### config.mk
export PLATFORM = sky130hd
export DESIGN_NAME = serial_status_flags
export DESIGN_NICKNAME = d
export VERILOG_FILES = /design/src/inc/serial_flags_pkg.sv /design/src/hdl/rx_line_sync.sv /design/src/hdl/serial_status_flags.sv
export SDC_FILE = /design/constraint.sdc
export NUM_CORES = 1
export LEC_CHECK = 0
export BUFFER_PORTS_ARGS = -buffer_cell sky130_fd_sc_hd__buf_2
export CORE_AREA = 2 2 72 74
export CTS_CLUSTER_SIZE = 12
export DETAILED_ROUTE_END_ITERATION = 8
export DIE_AREA = 0 0 74 76
export PLACE_DENSITY = 0.78
export SETUP_SLACK_MARGIN = 0.3
export SKIP_CTS_REPAIR_TIMING = 1
export SYNTH_ARGS = -nofsm -noshare
export SYNTH_HDL_FRONTEND = slang
export SYNTH_SLANG_ARGS = --single-unit
### constraint.sdc
create_clock -name CLOCK -period 2.6 [get_ports CLOCK]
set_input_delay 0.52 -clock CLOCK [delete_from_list [all_inputs] [get_ports CLOCK]]
set_output_delay 0.52 -clock CLOCK [all_outputs]
set_load 0.02 [all_outputs]
### src/inc/serial_flags_pkg.sv
// Constants and register map shared by the serial status flag logic
`default_nettype none
package serial_flags_pkg;
    // Register offsets, byte addresses on an 8-bit address port
    localparam logic [7:0] OFS_STATUS     = 8'h00;
    localparam logic [7:0] OFS_CONTROL_1  = 8'h04;
    localparam logic [7:0] OFS_CONTROL_2  = 8'h08;
    localparam logic [7:0] OFS_DATA       = 8'h0C;
    localparam logic [7:0] OFS_INT_STATUS = 8'h10;
    localparam logic [7:0] OFS_INT_MASK   = 8'h14;
    // Status field positions
    localparam int BIT_TX_VACANT = 7;
    localparam int BIT_TX_DONE   = 6;
    localparam int BIT_RX_FULL   = 5;
    localparam int BIT_IDLE      = 4;
    // Control one fields
    localparam int BIT_LONG_CHAR = 0;
    localparam int BIT_QUIET_SEL = 1;
    // Control two fields
    localparam int BIT_BREAK_REQ = 0;
    localparam int BIT_TX_ENABLE = 3;
    // Interrupt event positions
    localparam int EV_TX_DONE = 0;
    localparam int EV_RX_FULL = 1;
    localparam int EV_IDLE    = 2;
    localparam int EV_COUNT   = 3;
    // Quiet character lengths in bit times
    localparam logic [3:0] IDLE_BITS_SHORT = 4'hA;
    localparam logic [3:0] IDLE_BITS_LONG  = 4'hB;
    // Values after reset
    localparam logic       RST_TX_DONE   = 1'b1;
    localparam logic       RST_RX_LEVEL  = 1'b1;
    localparam logic [2:0] RST_INT_MASK  = 3'h0;
    localparam logic [2:0] RST_SYNC      = 3'h7;
endpackage
`default_nettype wire
### src/hdl/rx_line_sync.sv
// Three-stage synchroniser with agreement filter for the receive pin
`default_nettype none
module rx_line_sync
    import serial_flags_pkg::*;
(
    // Clock and reset
    input  wire logic CLOCK,
    input  wire logic RST_N,
    // Pin and filtered level
    input  wire logic PIN,
    output logic      LEVEL
);
    typedef struct packed {
        logic [2:0] stage;
        logic       level;
    } sync_s;

    sync_s st;
    sync_s next_st;

    // Level moves only when the two settled stages agree
    always_comb begin
        next_st       = st;
        next_st.stage = {st.stage[1:0], PIN};
        if (st.stage[1] == st.stage[2]) begin
            next_st.level = st.stage[2];
        end
    end

    // Idle line is high, so reset to high
    always_ff @(posedge CLOCK or negedge RST_N) begin
        if (!RST_N) begin
            st.stage <= RST_SYNC;
            st.level <= RST_RX_LEVEL;
        end else begin
            st <= next_st;
        end
    end

    assign LEVEL = st.level;
endmodule
`default_nettype wire

### src/hdl/serial_status_flags.sv
// Status flags, clear sequences and idle-line detection of the serial port
`default_nettype none
module serial_status_flags
    import serial_flags_pkg::*;
#(
    parameter int DATA_W = 8
) (
    // Clock and reset
    input  wire logic              CLOCK,
    input  wire logic              RST_N,
    // Register port
    input  wire logic [7:0]        ADDR,
    input  wire logic [DATA_W-1:0] WDATA,
    input  wire logic              WR,
    input  wire logic              RD,
    output logic      [DATA_W-1:0] RDATA,
    // Transmitter side
    input  wire logic              TX_BUFFER_VACANT,
    input  wire logic              TX_BUSY,
    output logic      [DATA_W-1:0] TX_DATA,
    output logic                   TX_DATA_LOAD,
    output logic                   PREAMBLE_QUEUE,
    output logic                   BREAK_QUEUE,
    output logic                   TX_ENABLE,
    output logic                   BREAK_REQUEST,
    // Receiver side
    input  wire logic              RX_PIN,
    input  wire logic              BIT_TICK,
    input  wire logic              RX_CHAR_LOAD,
    input  wire logic [DATA_W-1:0] RX_CHAR_DATA,
    input  wire logic              RX_FRAME_END,
    // Interrupt
    output logic                   IRQ
);
    typedef struct packed {
        logic [DATA_W-1:0] rdata;
        logic              tx_done;
        logic              rx_full;
        logic              idle;
        logic              seen_tx_done;
        logic              seen_rx_full;
        logic              seen_idle;
        logic              tx_pending;
        logic              long_char;
        logic              quiet_sel;
        logic              tx_enable;
        logic              break_request;
        logic [DATA_W-1:0] tx_data;
        logic              tx_load;
        logic              preamble_q;
        logic              break_q;
        logic [DATA_W-1:0] rx_data;
        logic              idle_armed;
        logic              count_run;
        logic [3:0]        idle_count;
        logic [EV_COUNT-1:0] int_status;
        logic [EV_COUNT-1:0] int_mask;
    } flags_s;

    flags_s st;
    flags_s next_st;

    logic rx_level;

    // Address decode, shared by read and write paths
    function automatic logic hit(input logic [7:0] addr, input logic [7:0] ofs);
        return addr == ofs;
    endfunction

    // Pin crosses into the clock domain before anything looks at it
    rx_line_sync u_rx_sync (
        .CLOCK (CLOCK),
        .RST_N (RST_N),
        .PIN   (RX_PIN),
        .LEVEL (rx_level)
    );

    // Decoded accesses
    logic rd_status;
    logic rd_data;
    logic wr_data;
    logic wr_ctrl2;
    logic queue_data;
    logic queue_preamble;
    logic queue_break;
    logic any_queue;
    logic [3:0] idle_limit;
    logic run_ok;
    logic idle_hit;
    logic [EV_COUNT-1:0] events;

    always_comb begin
        rd_status      = RD && hit(ADDR, OFS_STATUS);
        rd_data        = RD && hit(ADDR, OFS_DATA);
        wr_data        = WR && hit(ADDR, OFS_DATA);
        wr_ctrl2       = WR && hit(ADDR, OFS_CONTROL_2);
        queue_data     = wr_data;
        queue_preamble = wr_ctrl2 && !st.tx_enable && WDATA[BIT_TX_ENABLE];
        queue_break    = wr_ctrl2 && WDATA[BIT_BREAK_REQ];
        any_queue      = queue_data || queue_preamble || queue_break;
        idle_limit     = st.long_char ? IDLE_BITS_LONG : IDLE_BITS_SHORT;
        run_ok         = st.count_run || !st.quiet_sel;
        idle_hit       = rx_level && BIT_TICK && run_ok && (st.idle_count == idle_limit - 4'h1);
    end

    // Register port, flags and idle counter in one next-state process
    always_comb begin
        next_st            = st;
        next_st.tx_load    = 1'b0;
        next_st.preamble_q = 1'b0;
        next_st.break_q    = 1'b0;
        next_st.rdata      = '0;
        events             = '0;

        // Reads; data stand only in the following cycle
        if (RD) begin
            unique case (ADDR)
                OFS_STATUS: begin
                    next_st.rdata[BIT_TX_VACANT] = TX_BUFFER_VACANT;
                    next_st.rdata[BIT_TX_DONE]   = st.tx_done;
                    next_st.rdata[BIT_RX_FULL]   = st.rx_full;
                    next_st.rdata[BIT_IDLE]      = st.idle;
                end
                OFS_CONTROL_1: begin
                    next_st.rdata[BIT_LONG_CHAR] = st.long_char;
                    next_st.rdata[BIT_QUIET_SEL] = st.quiet_sel;
                end
                OFS_CONTROL_2: begin
                    next_st.rdata[BIT_TX_ENABLE] = st.tx_enable;
                    next_st.rdata[BIT_BREAK_REQ] = st.break_request;
                end
                OFS_DATA:       next_st.rdata = st.rx_data;
                OFS_INT_STATUS: next_st.rdata[EV_COUNT-1:0] = st.int_status;
                OFS_INT_MASK:   next_st.rdata[EV_COUNT-1:0] = st.int_mask;
                default:        next_st.rdata = '0; // Unmapped reads as zero
            endcase
        end

        // A status read remembers which flags it saw set
        if (rd_status) begin
            next_st.seen_tx_done = st.tx_done;
            next_st.seen_rx_full = st.rx_full;
            next_st.seen_idle    = st.idle;
        end

        // Writes; the status register ignores them
        if (WR && hit(ADDR, OFS_CONTROL_1)) begin
            next_st.long_char = WDATA[BIT_LONG_CHAR];
            next_st.quiet_sel = WDATA[BIT_QUIET_SEL];
        end
        if (wr_ctrl2) begin
            next_st.tx_enable     = WDATA[BIT_TX_ENABLE];
            next_st.break_request = WDATA[BIT_BREAK_REQ];
        end
        if (WR && hit(ADDR, OFS_INT_MASK)) begin
            next_st.int_mask = WDATA[EV_COUNT-1:0];
        end
        if (wr_data) begin
            next_st.tx_data = WDATA;
        end

        // Queue strobes to the transmitter
        next_st.tx_load    = queue_data;
        next_st.preamble_q = queue_preamble;
        next_st.break_q    = queue_break;

        // Pending covers the gap until the shifter reports busy
        if (any_queue) begin
            next_st.tx_pending = 1'b1;
        end else if (TX_BUSY) begin
            next_st.tx_pending = 1'b0;
        end

        // Done flag: activity forces it low, sequence clears it early
        if (TX_BUSY || !TX_BUFFER_VACANT) begin
            next_st.tx_done = 1'b0;
        end else if (any_queue && st.seen_tx_done) begin
            next_st.tx_done = 1'b0;
        end else if (!st.tx_pending && !any_queue) begin
            next_st.tx_done = 1'b1;
        end
        if (any_queue) begin
            next_st.seen_tx_done = 1'b0;
        end

        // Data read ends the receive sequence; a load in the same cycle wins
        if (rd_data) begin
            if (st.seen_rx_full) begin
                next_st.rx_full = 1'b0;
            end
            if (st.seen_idle) begin
                next_st.idle = 1'b0;
            end
            next_st.seen_rx_full = 1'b0;
            next_st.seen_idle    = 1'b0;
        end
        if (RX_CHAR_LOAD) begin
            next_st.rx_full    = 1'b1;
            next_st.rx_data    = RX_CHAR_DATA;
            next_st.idle_armed = 1'b1;
        end

        // Idle counting in bit periods; any low sample restarts it
        if (!rx_level) begin
            next_st.idle_count = 4'h0;
            next_st.count_run  = 1'b0;
        end else if (RX_FRAME_END && st.quiet_sel) begin
            next_st.count_run  = 1'b1;
            next_st.idle_count = 4'h0;
        end else if (BIT_TICK && run_ok && st.idle_count != idle_limit) begin
            next_st.idle_count = st.idle_count + 4'h1;
        end

        // One idle report per period of activity
        if (idle_hit && st.idle_armed) begin
            next_st.idle       = 1'b1;
            next_st.idle_armed = RX_CHAR_LOAD;
        end

        // Sticky interrupt events, write one to clear, set wins
        events[EV_TX_DONE] = next_st.tx_done && !st.tx_done;
        events[EV_RX_FULL] = RX_CHAR_LOAD && !st.rx_full;
        events[EV_IDLE]    = next_st.idle && !st.idle;
        if (WR && hit(ADDR, OFS_INT_STATUS)) begin
            next_st.int_status = st.int_status & ~WDATA[EV_COUNT-1:0];
        end
        next_st.int_status = next_st.int_status | events;
    end

    // State register; only constants under reset
    always_ff @(posedge CLOCK or negedge RST_N) begin
        if (!RST_N) begin
            st          <= '0;
            st.tx_done  <= RST_TX_DONE;
            st.int_mask <= RST_INT_MASK;
        end else begin
            st <= next_st;
        end
    end

    // Outputs, all from flip-flops except the interrupt gate
    assign RDATA          = st.rdata;
    assign TX_DATA        = st.tx_data;
    assign TX_DATA_LOAD   = st.tx_load;
    assign PREAMBLE_QUEUE = st.preamble_q;
    assign BREAK_QUEUE    = st.break_q;
    assign TX_ENABLE      = st.tx_enable;
    assign BREAK_REQUEST  = st.break_request;
    assign IRQ            = |(st.int_status & st.int_mask);
endmodule
`default_nettype wire

* After elaboration in Yosys (flattened, before gate mapping)
Cells that the tools add are included.
** Word-level totals
- Bits of input ports :: 34
- Flip-flop bits (word level) :: 54
- Logic and storage cells :: 110
** Cells by class
- Bitwise gates (word level) :: 4
- Equal/unequal tests :: 10
- $add $sub $neg :: 2
- Reductions and logical operators :: 43
- Multiplexer cells :: 27
** Operator list (number)
- 1-bit logical AND :: 22
- 8-bit by 4-bit equality test with 1-bit output (second input constant) :: 2
- 8-bit by 5-bit equality test with 1-bit output (second input constant) :: 2
- 1-bit 2-to-1 mux :: 14
- 2-bit nonzero test :: 6
- 8-bit by 3-bit equality test with 1-bit output (second input constant) :: 1
- 1-bit zero test :: 8
- 8-bit zero test :: 1
- 4-bit 2-to-1 mux :: 2
- 8-bit 2-to-1 mux :: 1
- 4-bit case mux with 2 select lines :: 1
- 3-bit AND :: 2
- 3-bit 2-to-1 mux :: 2
- 5-bit 2-to-1 mux :: 1
- 1-bit case mux with 5 select lines :: 1
- 4-bit by 1-bit adder with 4-bit output (second input constant) :: 1
- 4-bit equality test :: 1
- 1-bit logical OR :: 4
- 2-bit 2-to-1 mux :: 2
- 4-bit inequality test :: 1
- 1-bit case mux with 4 select lines :: 1
- 4-bit by 1-bit subtractor with 4-bit output (second input constant) :: 1
- 3-bit inequality test (second input constant) :: 1
- 3-bit NOT :: 1
- 7 further kinds :: 7

* Depth between registers and ports, before layout
- Depth after elaboration :: 13
- Mapped depth :: 5
- Gate-level depth less buffers :: 4

* Hierarchy
A second synthesis with hierarchy kept.
** Second synthesis, totals
- Cells, all modules :: 213
- Area, all modules :: 2542.4 sq um
** Modules (own cells, without submodules)
- serial_status_flags :: seq. area each 1252.5 sq um, area an instance 2426.1 sq um, cells an instance 208, instances 1
- rx_line_sync :: seq. area each 105.1 sq um, area an instance 116.4 sq um, cells an instance 5, instances 1

* Worst setup path after synthesis
No wires, ideal clock.
- Path kind :: input port to flip-flop
- Start point :: input port ADDR[5]
- End point :: register st[0] in the netlist's numbering
- Arrival :: 1.609 ns
- Path buffers :: 0
- Path slack :: 0.866 ns
- Required time :: 2.475 ns
- Setup time :: 0.125 ns
- Stages on the path :: 4
- Cells stage by stage :: nor4_4 -> and4b_1 -> and2_1 -> mux2_2
** Between the ends
- Cells in the longest elaborated chain, start to end :: 2
** RTL lines
- start: declaration :: RTL line serial_status_flags.sv:12 : input wire logic [7:0] ADDR,
- 8-bit by 5-bit equality test with 1-bit output :: RTL line serial_status_flags.sv:67 : return addr == ofs;
- 1-bit logical AND :: RTL line serial_status_flags.sv:155 : if (WR && hit(ADDR, OFS_INT_MASK)) begin
- end signal: assignment :: RTL line serial_status_flags.sv:237 : st <= next_st;
- end: declaration :: RTL line serial_status_flags.sv:60 : flags_s st;
No other way between the ends.
A chain may end at the register's enable or synchronous reset.

* Worst setup path after layout
- Start point :: register st[5] in the netlist's numbering
- End point :: output port IRQ
** Between the ends
- Cells in the longest elaborated chain, start to end :: 2
** RTL lines
- 3-bit AND :: RTL line serial_status_flags.sv:249 : assign IRQ = |(st.int_status & st.int_mask);
- 3-bit OR reduction :: RTL line serial_status_flags.sv:249
- end: declaration :: RTL line serial_status_flags.sv:33 : output logic IRQ
No other way between the ends.

==> impl_metrics.py <==
metrics = {
    "status": {
        "status": "finished, final reports clean",
    },
    "synthesis": {
        "synthArstFlopShare_pct": 100,
        "synth_area_leader_cell": "dfrtp_1",
        "synth_seq_cells": 54,
        "synth_cell_type_count": 54,
        "synth_commonest_cells": "dfrtp_1 (49), buf_4 (16), mux2_2 (15), nand2_1 (10), nand3_1 (10)",
        "syn_area_per_cell_um2": 12.2,
        "syn_inst": 211,
        "yosys-top-cells-area": "dfrtp_1 (48%), mux2_2 (6.6%), mux2_4 (5.3%)",
        "ys_seq_area_share_pct": 52.9,
        "synth.most_common_cell": "dfrtp_1",
        "ys.flop_type": "dfrtp_1",
        "netlist.area_leader.share_pct": 47.8,
        "synth_nets": 246,
        "syn-cell-area_um2": 2570,
        "ys.warnings.count": 0,
        "synth_edf_count": 0,
    },
    "critical_path": {
        "max_stage_delay_ns": 0.43,
        "path_cells": "a222oi_1 > inv_1 > buf_2",
        "worst-path-buf-inv": 2,
        "reg2regPathDepth": 4,
        "cp_slowest_cell": "a222oi_1",
        "cp.depth": 3,
        "crit_family": "compound AO/OA/AOI/OAI gates",
        "worstPathMaxFanout": 3,
        "critical_path_class": "reg -> out",
        "cp.arrival_ns": 1.39,
        "crit_path_end_kind": "primary output",
        "critical_path.startpoint_type": "flop",
        "required_ns": 2.08,
    },
    "clock_tree": {
        "clock_latency_ns": 0.31,
        "root_buffer": "clkbuf_8",
        "cts_tree": "built",
        "clk_pin_slew_ns": 0.09,
        "numCtsBuffers": 5,
        "numClockSinks": 54,
        "clk_path_buf_depth": 2,
        "cts_max_level": 2,
    },
    "finish": {
        "fin_cells": 325,
        "drive_gt1_share_pct": 40.8,
        "area_growth_syn_to_layout_pct": 13.0,
        "final_cell_area_um2": 2900,
        "nets": 289,
        "nFillCells": 411,
        "utilization_pct": 59.1,
        "diodes": 0,
    },
    "global_route": {
        "antenna_found_initial": 0,
        "gr-total-overflow": 0,
        "grt_pass1_wl_mm": 8.64,
        "grt_usage_pct": 19.9,
        "first_global_vias": 1767,
        "grt_max_degree": 31,
    },
    "pwr": {
        "clkPwrFrac_pct": 33.9,
        "internal_power_mw": 1.25,
        "p_switching_uw": 405,
        "power_mw": 1.65,
        "ir_drop_mv": 0.292,
        "pwr-share-seq_pct": 55.3,
        "combinationalPowerShare_pct": 10.8,
        "leakage_nw": 1.50,
        "sw_frac_of_total_pct": 24.5,
        "powerDensity_nw_per_um2": 570,
    },
    "floorplanning": {
        "die_area_um2": 5620,
        "die_y_um": 76,
        "coreArea_um2": 4910,
        "num_rows": 26,
        "initial_core_util_pct": 52.3,
        "die_w_um": 74,
        "ios": 56,
    },
    "timing": {
        "finalCriticalPeriod_ns": 1.91,
        "setup_tns_ns": 0,
        "holdWs_ns": 0.225,
        "finalHoldViolations": 0,
        "max_freq_mhz": 523,
        "rsz0062_at_grt": "false",
        "layout_setup_ws_ns": 0.687,
        "fin_skew_ns": 0.00410,
        "relSlewSlack_pct": 55.4,
        "setup_viol": 0,
        "drv_slew": 0,
        "fin_crit_sh_pct": 73.6,
        "tightest_slew_ns": 0.669,
    },
    "placement": {
        "globalplace.congestion": 0.807,
        "preCtsSetupSlack_ns": 0.430,
        "dp.cells": 317,
        "portBuffers": 55,
        "post-dp-hpwl_mm": 3.83,
        "place_area_um2": 2790,
    },
    "detailed_routing": {
        "drc": 0,
        "vias": 1779,
        "vias_per_cell": 5.47,
        "dr.first_iter.drc_count": 135,
        "drt_pass1_iterations": 4,
        "avgRoutedWirePerCell_um": 16.0,
        "totalWireLength_mm": 5.20,
        "ant_nets": 0,
    },
    "min_path": {
        "min_path_type": "in -> async",
    },
    "job": {
        "maxCapViolCount": 0,
    },
}
-- power groups by stage --
stage | clock network, mW | logic, mW | registers [mW]
2_1_floorplan | 0 | 0.110 | 0.921
3_3_place_gp | 0 | 0.174 | 0.928
3_5_place_dp | 0 | 0.180 | 0.931
4_1_cts | 0.570 | 0.181 | 0.915
5_1_grt | 0.606 | 0.196 | 0.920
6_report | 0.560 | 0.178 | 0.915
-- placed cells by master (no fill, tap or decap), drive strengths merged, types with 3 or more instances in the layout --
cell type,instances
a21o,5
a21oi,3
a22oi,5
and2,4
and3,7
buf,59
clkbuf,5
dfrtp,49
dfstp,5
inv,7
mux2,24
nand2,12
nand3,10
nand3b,3
nor2,9
nor2b,5
o21ai,3
xor2,3
-- layer usage --
metal	global-route usage [%]	wire (µm)
met5	0	0
met1	26.8	2200
met3	4.76	309
met4	7.64	93
met2	31.1	2590
-- path summary, 6_finish.rpt --
kind	startpoint	endpoint	slack, ns
max in group asynchronous	RST_N	u_rx_sync.next_st[2]	1.65
min in group CLOCK	RX_PIN	u_rx_sync.next_st[2]	0.30
hold reg to reg	u_rx_sync.next_st[2]	u_rx_sync.next_st[3]	0.37
hold / removal	RST_N	RDATA[0]	0.23
setup / recovery	st[5]	IRQ	0.69
setup reg to reg	TX_ENABLE	st[3]	1.14
-- sequential cells by signal, indices dropped and copies added (netlist names), 2 cells and up --
| name | flops |
|---|---|
| u_rx_sync.next_st | 2 |
| st | 29 |
| TX_DATA | 8 |
| RDATA | 8 |
-- worst register-to-register path, cell delays in order, from the launching register on --
cell       delay, ns
dfrtp_1         0.40
nor2b_1         0.08
or3_1           0.34
a311o_1         0.39
o2bb2ai_1       0.17
-- final cells by class --
cell class                      instances  area [µm²]  area share, %
Multi-Input combinational cell        127        1020           35.0
Sequential cell                        54        1360           46.8
Tap cell                               70        87.6           3.02
Clock inverter                          3        40.0           1.38
Inverter                                7        26.3          0.906
Clock buffer                            5        68.8           2.37
Timing Repair Buffer                   59         305           10.5
-- cells by family (layout without fill, tap and decap cells) --
kind of cell    after synthesis  count (layout)  synth area share [%]
compound gates               31              31                  9.11
xor+xnor                      3               3                  1.02
fa+ha+maj                     2               2                 0.877
buf+inv                      30              74                  7.55
flops                        54              54                  52.9
mux                          26              26                  12.6
simple gates                 65              65                  15.9
Power figures use the tool's default switching activity.
